<file path="config.mk">
export PLATFORM = sky130hd
export DESIGN_NAME = hlr_loop_ctrl
export DESIGN_NICKNAME = d
export VERILOG_FILES = /design/src/shared/hlr_pkg.sv /design/src/verilog/hlr_loop_ctrl.sv /design/src/verilog/hlr_raw_check.sv
export SDC_FILE = /design/constraint.sdc
export NUM_CORES = 1
export LEC_CHECK = 0
export ABC_CLOCK_PERIOD_IN_PS = 7700
export BUFFER_PORTS_ARGS = -buffer_cell sky130_fd_sc_hd__buf_2
export CORE_ASPECT_RATIO = 0.8
export CORE_MARGIN = 3
export CORE_UTILIZATION = 43
export DETAILED_ROUTE_END_ITERATION = 8
export PLACE_DENSITY = 0.67
export SETUP_SLACK_MARGIN = 0.2
export SYNTH_ARGS = -nofsm -noshare
export SYNTH_HDL_FRONTEND = slang
export SYNTH_HIERARCHICAL = 1
export SYNTH_SLANG_ARGS = --single-unit
</file>
<file path="constraint.sdc">
create_clock -name clk_in -period 7.7 [get_ports clk_in]
set_clock_uncertainty 0.2 [all_clocks]
set_input_delay 0.385 -clock clk_in [delete_from_list [all_inputs] [get_ports clk_in]]
set_output_delay 0.385 -clock clk_in [all_outputs]
set_load 0.1 [all_outputs]
</file>
<file path="src/shared/hlr_pkg.sv">
package hlr_pkg;
  localparam int PC_W = 24;
  localparam int CNT_W = 14;
  localparam int WREG_N = 16;
  localparam int WSEL_W = 4;
  localparam int DADDR_W = 16;
  localparam int LEN_W = 16;
  localparam logic [2:0] LVL_NONE = 3'h0;
  localparam logic [2:0] LVL_ONE = 3'h1;
  localparam logic [2:0] LVL_TWO = 3'h2;
  localparam logic [PC_W-1:0] PC_RST = 24'h000000;
  localparam logic [PC_W-1:0] INSTR_STEP = 24'h000002;
  localparam logic [CNT_W-1:0] CNT_ZERO = 14'h0000;
  localparam logic [CNT_W-1:0] CNT_ONE = 14'h0001;
  localparam int EXIT_BIT_POS = 11;
  localparam logic [DADDR_W-1:0] WREG_MAP_MASK = 16'hFFE0;
  localparam logic [DADDR_W-1:0] WREG_MAP_BASE = 16'h0000;
  // Addressing modes of one operand
  typedef enum logic [1:0] {
    HLR_AM_DIRECT = 2'h0,
    HLR_AM_INDIRECT = 2'h1,
    HLR_AM_IND_MOD = 2'h2,
    HLR_AM_NONE = 2'h3
  } hlr_am_e;
endpackage : hlr_pkg

</file>
<file path="src/verilog/hlr_loop_ctrl.sv">
`timescale 1ns/1ps
// Behaviour
// - Interrupts anywhere in the loop leave start, end, count untouched.
// - Returning from interrupt resumes the loop with no software help.
// - Writing one to the exit bit ends the loop after this iteration.
// - Exit written in last two instructions still allows one more pass.
// - Exit bit reads zero; writing zero does nothing.
// - Loop acts only when the end address is pre-fetched while active.
// - End address is start plus twice the signed length, may lie below start.
// - Length minus two re-runs the loop instruction forever.
// - Length minus one repeats until the zero count borrows.
// - Length zero repeats first instruction until count underflows.
// - Address calculation and access each take one cycle.
// - No stall when the write leaves the register or no EA uses it.
// - Hazard checked every cycle except a stall cycle; exactly one stall cycle inserted.
// - End match with nonzero count and no pending exit decrements it and reloads start; zero count ends.
// - Active flag is the OR of the nesting level bits.
// - A stall completes the write, holds addressing, PC and fetch.
module hlr_loop_ctrl (
  input wire logic clk_in,
  input wire logic rst_n_in,
  input wire logic exec_en_in,
  input wire logic loop_start_in,
  input wire logic [hlr_pkg::PC_W-1:0] loop_first_pc_in,
  input wire logic [hlr_pkg::LEN_W-1:0] loop_len_in,
  input wire logic [hlr_pkg::CNT_W-1:0] loop_count_in,
  input wire logic ctrl_wr_in,
  input wire logic [15:0] ctrl_wdata_in,
  input wire logic [hlr_pkg::PC_W-1:0] fetch_pc_in,
  input wire logic dst_valid_in,
  input wire hlr_pkg::hlr_am_e dst_mode_in,
  input wire logic [hlr_pkg::WSEL_W-1:0] dst_reg_in,
  input wire logic [hlr_pkg::DADDR_W-1:0] dst_addr_in,
  input wire logic src_valid_in,
  input wire hlr_pkg::hlr_am_e src_mode_in,
  input wire logic [hlr_pkg::WSEL_W-1:0] src_reg_in,
  output logic [hlr_pkg::PC_W-1:0] next_pc_out,
  output logic pc_reload_out,
  output logic loop_done_out,
  output logic [hlr_pkg::PC_W-1:0] loop_start_reg_out,
  output logic [hlr_pkg::PC_W-1:0] loop_end_reg_out,
  output logic [hlr_pkg::CNT_W-1:0] loop_count_reg_out,
  output logic [2:0] loop_nest_level_out,
  output logic loop_active_flag_out,
  output logic early_exit_bit_out,
  output logic stall_out,
  output logic fetch_hold_out,
  output logic daddr_hold_out
);
  logic [hlr_pkg::PC_W-1:0] start_ff, nxt_start;
  logic [hlr_pkg::PC_W-1:0] end_ff, nxt_end;
  logic [hlr_pkg::CNT_W-1:0] cnt_ff, nxt_cnt;
  logic [hlr_pkg::PC_W-1:0] sh_start_ff, nxt_sh_start;
  logic [hlr_pkg::PC_W-1:0] sh_end_ff, nxt_sh_end;
  logic [hlr_pkg::CNT_W-1:0] sh_cnt_ff, nxt_sh_cnt;
  logic [2:0] lvl_ff, nxt_lvl;
  logic exit_ff, nxt_exit;
  logic [hlr_pkg::PC_W-1:0] npc_ff, nxt_npc;
  logic reload_ff, nxt_reload;
  logic done_ff, nxt_done;
  logic stall_ff, nxt_stall;
  logic active_ff, nxt_active;
  logic hazard;
  logic active;
  logic end_hit;
  logic finish;
  logic [hlr_pkg::PC_W-1:0] len_ext;

  hlr_raw_check u_raw (
    .dst_valid_in(dst_valid_in),
    .dst_mode_in(dst_mode_in),
    .dst_reg_in(dst_reg_in),
    .dst_addr_in(dst_addr_in),
    .src_valid_in(src_valid_in),
    .src_mode_in(src_mode_in),
    .src_reg_in(src_reg_in),
    .hazard_out(hazard)
  );

  assign active = |lvl_ff;

  always_comb begin
    nxt_start = start_ff;
    nxt_end = end_ff;
    nxt_cnt = cnt_ff;
    nxt_sh_start = sh_start_ff;
    nxt_sh_end = sh_end_ff;
    nxt_sh_cnt = sh_cnt_ff;
    nxt_lvl = lvl_ff;
    nxt_exit = exit_ff;
    nxt_reload = 1'b0;
    nxt_done = 1'b0;
    nxt_npc = npc_ff;
    finish = 1'b0;
    // Word offset in instructions, sign-extended, two bytes per instruction
    len_ext = {{(hlr_pkg::PC_W-hlr_pkg::LEN_W){loop_len_in[hlr_pkg::LEN_W-1]}},
               loop_len_in} << 1;
    // Interrupt entry and return never reach these registers, so the state
    // simply persists across a handler
    end_hit = active && exec_en_in && (fetch_pc_in == end_ff);
    // Exit request is held until the end of the running iteration, so one
    // written late in the body still lets that pass complete
    if (ctrl_wr_in && ctrl_wdata_in[hlr_pkg::EXIT_BIT_POS] && active) begin
      nxt_exit = 1'b1;
    end
    if (end_hit) begin
      // Exit taken only at the end of the iteration in progress
      if (exit_ff || cnt_ff == hlr_pkg::CNT_ZERO) begin
        finish = 1'b1;
      end else begin
        nxt_cnt = cnt_ff - hlr_pkg::CNT_ONE;
        nxt_reload = 1'b1;
        nxt_npc = start_ff;
      end
    end
    if (finish) begin
      // Zero count or a pending exit request ends the loop; fetch falls through
      nxt_exit = 1'b0;
      nxt_done = 1'b1;
      nxt_lvl = lvl_ff - hlr_pkg::LVL_ONE;
      if (lvl_ff == hlr_pkg::LVL_TWO) begin
        nxt_start = sh_start_ff;
        nxt_end = sh_end_ff;
        nxt_cnt = sh_cnt_ff;
      end
    end
    if (loop_start_in && exec_en_in) begin
      // Re-executing the loop instruction reloads the count every time,
      // which is why a length of minus two never ends
      if (active && !finish) begin
        nxt_sh_start = start_ff;
        nxt_sh_end = end_ff;
        nxt_sh_cnt = cnt_ff;
        nxt_lvl = (lvl_ff == hlr_pkg::LVL_TWO) ? lvl_ff :
                  lvl_ff + hlr_pkg::LVL_ONE;
      end else begin
        nxt_lvl = hlr_pkg::LVL_ONE;
      end
      nxt_start = loop_first_pc_in;
      nxt_end = loop_first_pc_in + len_ext;
      nxt_cnt = loop_count_in;
      nxt_exit = 1'b0;
    end
    // Registered copy so the flag leaves the block straight from a flop
    nxt_active = |nxt_lvl;
    // One stall cycle only; the stalled cycle itself is not rechecked
    nxt_stall = hazard && !stall_ff;
  end

  always_ff @(posedge clk_in or negedge rst_n_in) begin
    if (!rst_n_in) begin
      start_ff <= hlr_pkg::PC_RST;
      end_ff <= hlr_pkg::PC_RST;
      cnt_ff <= hlr_pkg::CNT_ZERO;
      sh_start_ff <= hlr_pkg::PC_RST;
      sh_end_ff <= hlr_pkg::PC_RST;
      sh_cnt_ff <= hlr_pkg::CNT_ZERO;
      lvl_ff <= hlr_pkg::LVL_NONE;
      exit_ff <= 1'b0;
      npc_ff <= hlr_pkg::PC_RST;
      reload_ff <= 1'b0;
      done_ff <= 1'b0;
      stall_ff <= 1'b0;
      active_ff <= 1'b0;
    end else begin
      start_ff <= nxt_start;
      end_ff <= nxt_end;
      cnt_ff <= nxt_cnt;
      sh_start_ff <= nxt_sh_start;
      sh_end_ff <= nxt_sh_end;
      sh_cnt_ff <= nxt_sh_cnt;
      lvl_ff <= nxt_lvl;
      exit_ff <= nxt_exit;
      npc_ff <= nxt_npc;
      reload_ff <= nxt_reload;
      done_ff <= nxt_done;
      stall_ff <= nxt_stall;
      active_ff <= nxt_active;
    end
  end

  assign next_pc_out = npc_ff;
  assign pc_reload_out = reload_ff;
  assign loop_done_out = done_ff;
  assign loop_start_reg_out = start_ff;
  assign loop_end_reg_out = end_ff;
  assign loop_count_reg_out = cnt_ff;
  assign loop_nest_level_out = lvl_ff;
  assign loop_active_flag_out = active_ff;
  assign early_exit_bit_out = 1'b0;
  assign stall_out = stall_ff;
  assign fetch_hold_out = stall_ff;
  assign daddr_hold_out = stall_ff;

  AST_ACTIVE_OR: assert property (
    @(posedge clk_in) disable iff (!rst_n_in)
    loop_active_flag_out == (|loop_nest_level_out))
    else $error("active flag differs from level OR");
  AST_ONE_STALL: assert property (
    @(posedge clk_in) disable iff (!rst_n_in)
    stall_ff |=> !stall_ff)
    else $error("stall lasted more than one cycle");
  AST_STALL_CAUSE: assert property (
    @(posedge clk_in) disable iff (!rst_n_in)
    hazard && !stall_ff |=> stall_ff)
    else $error("hazard without stall");
  AST_NO_SPURIOUS: assert property (
    @(posedge clk_in) disable iff (!rst_n_in)
    !hazard |=> !stall_ff)
    else $error("stall without hazard");
  AST_HOLDS: assert property (
    @(posedge clk_in) disable iff (!rst_n_in)
    stall_out |-> fetch_hold_out && daddr_hold_out)
    else $error("stall without holds");
  AST_EXIT_RD0: assert property (
    @(posedge clk_in) disable iff (!rst_n_in)
    early_exit_bit_out == 1'b0)
    else $error("exit bit read nonzero");
  AST_RELOAD: assert property (
    @(posedge clk_in) disable iff (!rst_n_in)
    end_hit && !exit_ff && cnt_ff != hlr_pkg::CNT_ZERO && !loop_start_in
    |=> pc_reload_out && next_pc_out == $past(start_ff) &&
    loop_count_reg_out == $past(cnt_ff) - hlr_pkg::CNT_ONE)
    else $error("loop did not reload");
  AST_EXIT_END: assert property (
    @(posedge clk_in) disable iff (!rst_n_in)
    end_hit && exit_ff && !loop_start_in |=> loop_done_out && !pc_reload_out)
    else $error("exit did not end loop");
  AST_END_ADDR: assert property (
    @(posedge clk_in) disable iff (!rst_n_in)
    loop_start_in && exec_en_in |=> loop_end_reg_out ==
    $past(loop_first_pc_in) + $past(len_ext))
    else $error("end address wrong");
  AST_WRITE0: assert property (
    @(posedge clk_in) disable iff (!rst_n_in)
    !exit_ff && !(ctrl_wr_in && ctrl_wdata_in[hlr_pkg::EXIT_BIT_POS])
    |=> !exit_ff)
    else $error("exit set without a one");
endmodule : hlr_loop_ctrl

</file>
<file path="src/verilog/hlr_raw_check.sv">
`timescale 1ns/1ps
// Read-after-write check between the executing and the pre-fetched instr
module hlr_raw_check (
  input wire logic dst_valid_in,
  input wire hlr_pkg::hlr_am_e dst_mode_in,
  input wire logic [hlr_pkg::WSEL_W-1:0] dst_reg_in,
  input wire logic [hlr_pkg::DADDR_W-1:0] dst_addr_in,
  input wire logic src_valid_in,
  input wire hlr_pkg::hlr_am_e src_mode_in,
  input wire logic [hlr_pkg::WSEL_W-1:0] src_reg_in,
  output logic hazard_out
);
  logic dst_hits;
  logic src_uses_ea;
  logic [hlr_pkg::WSEL_W-1:0] mapped_reg;
  logic mapped_hit;

  always_comb begin
    // Working registers are word-mapped at the base of data space
    mapped_reg = dst_addr_in[hlr_pkg::WSEL_W:1];
    mapped_hit = ((dst_addr_in & hlr_pkg::WREG_MAP_MASK) ==
                  hlr_pkg::WREG_MAP_BASE) && (mapped_reg == src_reg_in);
    unique case (dst_mode_in)
      hlr_pkg::HLR_AM_DIRECT: dst_hits = (dst_reg_in == src_reg_in);
      hlr_pkg::HLR_AM_IND_MOD: dst_hits = (dst_reg_in == src_reg_in) ||
                                          mapped_hit;
      hlr_pkg::HLR_AM_INDIRECT: dst_hits = mapped_hit;
      hlr_pkg::HLR_AM_NONE: dst_hits = 1'b0;
    endcase
    src_uses_ea = (src_mode_in == hlr_pkg::HLR_AM_INDIRECT) ||
                  (src_mode_in == hlr_pkg::HLR_AM_IND_MOD);
    hazard_out = dst_valid_in && src_valid_in && dst_hits && src_uses_ea;
  end
endmodule : hlr_raw_check
</file>
==> results.md <==
- Status: finished clean
- Htree depth: 4
- Net Count, Synth: 997
- Rel. slew slack: 0.315
- Final setup fails: 0
- Crit share post-route: 0.536
- Clock sinks: 156
- CP Data Arrival Time: 4240 ps
- Final Critical Period: 4130 ps
- Worst Hold Launch: loop_count_in[1]
- Setup bufs post-CTS: 0
- #FFs+latches synth: 156
- Latest clock arrival within the worst-skew pair: 430 ps
- Hold Crit Class: in2reg
- Post-Syn Area: 0.00831 mm2
- Final core utilization: 0.551
- ANT nets after route: 0
- Diodes inserted: 0
- Setup tns final: 0 ps
- CP Capture Type: flip-flop
- First DRT Iteration DRCs: 385
- Hold path depth: 3
- R2R Setup Slk: 3570 ps
- Total Wirelength: 22900 um
- Setup repair after global routing missed its margin: no
- Io pins: 225
- Area Growth Syn to Fin: 23.0%
- Initial antenna violation count: 2
- Critical Path RT: 7810 ps
- Clock root cell: clkbuf_16
- Sequence of cells on the critical path: or4_1 -> nor4b_4 -> a31oi_1 -> o21ai_4 -> buf_4 -> mux2_2
- Start of the worst register-to-register path: loop_count_reg_out[7]
- Die X-Extent: 161 um
- Core Box Area: 0.0186 mm2
- Post-synthesis sequential area ratio: 0.470
- Max cap viols: 0
- Worst-case clock buffer depth: 2
- Setup CP Type: reg2reg
- Worst IR Drop VDD: 141 uV
- CTS tree: built
- Crit-path slowest cell: o21ai_4
- Final Power: 0.00286 W
- EDFF count, synth: 0
- Total GRT Usage: 0.219
- Final Max Tran Viols: 0
- Startpoint types: flip-flop
- R2r endpoint: sh_cnt_ff[7]
- CP bufs+invs: 1
- DIE AREA: 0.0210 mm2
- Wire per inst: 17.5 um
- Vias: 6844
- Row cnt: 44
- Vias in the first global route: 6710
- Ys async rst share: 1.00
- Syn_area_per_cell: 9.89 um2
- Number of I/O port buffers: 207
- CTS buffer count: 17
- Most common cell after layout, fill and taps aside: buf_2
- GP Congestion: 0.849
- Cell count after synthesis: 840
- Clock slew seen by the registers of the worst setup and hold paths: 70 ps
- Post-DP HPWL: 16200 um
- Slowest stage delay, CP: 910 ps
- Drt via density: 5.23
- First-pass GRT wire length: 36000 um
- Most used DFF post-synth: dfrtp_1
- Final hold slack: 25.0 ps
- Crit Path Max Fanout: 37
- Height of the die: 130 um
- Netlist cell types: 59
- Power Dens Cells: 280 mW/mm2
- Peak Freq: 0.242 GHz
- Leak pwr: 4.87 nW
- Share of layout cells above drive strength 1: 0.318
- Final hold violation count: 0
- Initial core utilization: 0.448
- Hold Path End: loop_count_reg_out[1]
- CP top delay family: compound AO/OA/AOI/OAI gates
- Placed cell area: 0.00956 mm2
- Synth warn: 6
- Final net count: 1199
- Worst slew pin tran: 1020 ps
- Overflow after GRT: 0
- DRC: 0
- Pre-antenna DRT Iters: 5
- Worst r2r path cells: 6
- Largest net degree at the start of global routing: 99
- Most frequent cells in the layout: buf_2, nand2_1, dfrtp_1
- Final instance area: 0.0102 mm2
[synthesized netlist by cell type, types with 2 or more instances]
master | number | share of area
nor2b_1 | 3 | 0.0023
dfrtp_1 | 156 | 0.47
inv_1 | 12 | 0.0054
a21oi_1 | 30 | 0.018
mux2_2 | 74 | 0.10
nor4b_1 | 3 | 0.0032
ha_1 | 27 | 0.041
a31o_2 | 4 | 0.0042
nor4_2 | 2 | 0.0030
o211ai_1 | 3 | 0.0027
nand4_1 | 16 | 0.012
a311oi_1 | 2 | 0.0021
buf_1 | 3 | 0.0014
o211a_1 | 2 | 0.0024
o22ai_1 | 3 | 0.0023
buf_4 | 9 | 0.0081
nand3b_1 | 2 | 0.0018
nand2_1 | 160 | 0.072
nand2b_1 | 8 | 0.0060
clkbuf_1 | 19 | 0.0086
a21o_1 | 10 | 0.0090
or4_1 | 6 | 0.0054
and2_1 | 2 | 0.0015
xor2_1 | 14 | 0.015
o21a_1 | 2 | 0.0018
nor3_1 | 8 | 0.0048
mux2i_1 | 11 | 0.013
xnor2_1 | 41 | 0.043
nor4_1 | 5 | 0.0038
o311ai_0 | 2 | 0.0021
or3_1 | 17 | 0.013
buf_2 | 8 | 0.0048
o31a_1 | 2 | 0.0021
nor2_1 | 55 | 0.025
nand3_1 | 12 | 0.0072
a31oi_1 | 39 | 0.029
and3_1 | 5 | 0.0038
o21ai_0 | 42 | 0.025
[worst min-delay path, cell delays in order]
cell and delay, ps:
buf_2 80, nor2_1 40, a21oi_1 100
[routing by layer]
layer  routed length, um  up-vias  GRT usage
li1                    -     3363          -
met1               10900     3263      0.303
met2               10200      190      0.344
met3                1510       24     0.0613
met4                 271        4     0.0526
met5                  16        -          0
[sequential cells by signal, indices dropped and copies added (netlist names)]
name                  count
exit_ff                   1
loop_nest_level_out       3
sh_cnt_ff                14
next_pc_out              24
loop_done_out             1
sh_start_ff              24
loop_active_flag_out      1
pc_reload_out             1
daddr_hold_out            1
loop_end_reg_out         24
sh_end_ff                24
loop_count_reg_out       14
loop_start_reg_out       24
[per-stage QoR]
step	setup slack, ps	std cells
after global routing	3270	1308
after detailed placement	3570	1269
after CTS	3550	1308
final	3570	1308
after floorplan	4230	840
after global placement	3670	1269
[cell type report]
type | count | area, um2
fillers | 1687 | 8330
multi-input cells | 632 | 4190
flip-flops and latches | 156 | 3900
repair buffers | 222 | 1170
clock buffers | 18 | 439
well taps | 253 | 317
clock inverters | 14 | 148
inverters | 13 | 48.8
[timing repair]
item,4_1_cts,5_1_grt
hold endpoints to repair,84,0
gates resized for setup,0,0
hold buffers,7,0
setup endpoints to repair,0,0
[power by group]
part	internal, W	switching [W]
clock network	0.000466	0.000378
registers	0.000970	0.000116
logic	0.000261	0.000666
total	0.00170	0.00116
[cell families after synthesis]
kind of cell	count (synthesis)	share of synthesized area
compound gates	152	0.113
xor+xnor	55	0.0580
fa+ha+maj	28	0.0431
buf+inv	52	0.0288
flops	156	0.470
mux	85	0.114
other cells	1	0.000451
simple gates	311	0.174
[worst max-delay path by stage]
| stage | startpoint | end | slack (ps) | depth (start not counted) |
|---|---|---|---|---|
| after CTS | loop_count_reg_out[7] | sh_cnt_ff[7] | 3550 | 6 |
| after floorplan | loop_nest_level_out[0] | sh_start_ff[14] | 4230 | 10 |
| after global placement | loop_count_reg_out[7] | sh_start_ff[4] | 3670 | 6 |
| final | loop_count_reg_out[7] | sh_cnt_ff[7] | 3570 | 6 |
| after global routing | loop_nest_level_out[0] | sh_end_ff[10] | 3270 | 9 |
| after detailed placement | loop_count_reg_out[7] | sh_start_ff[4] | 3570 | 6 |
Power figures use the tool's default switching activity.
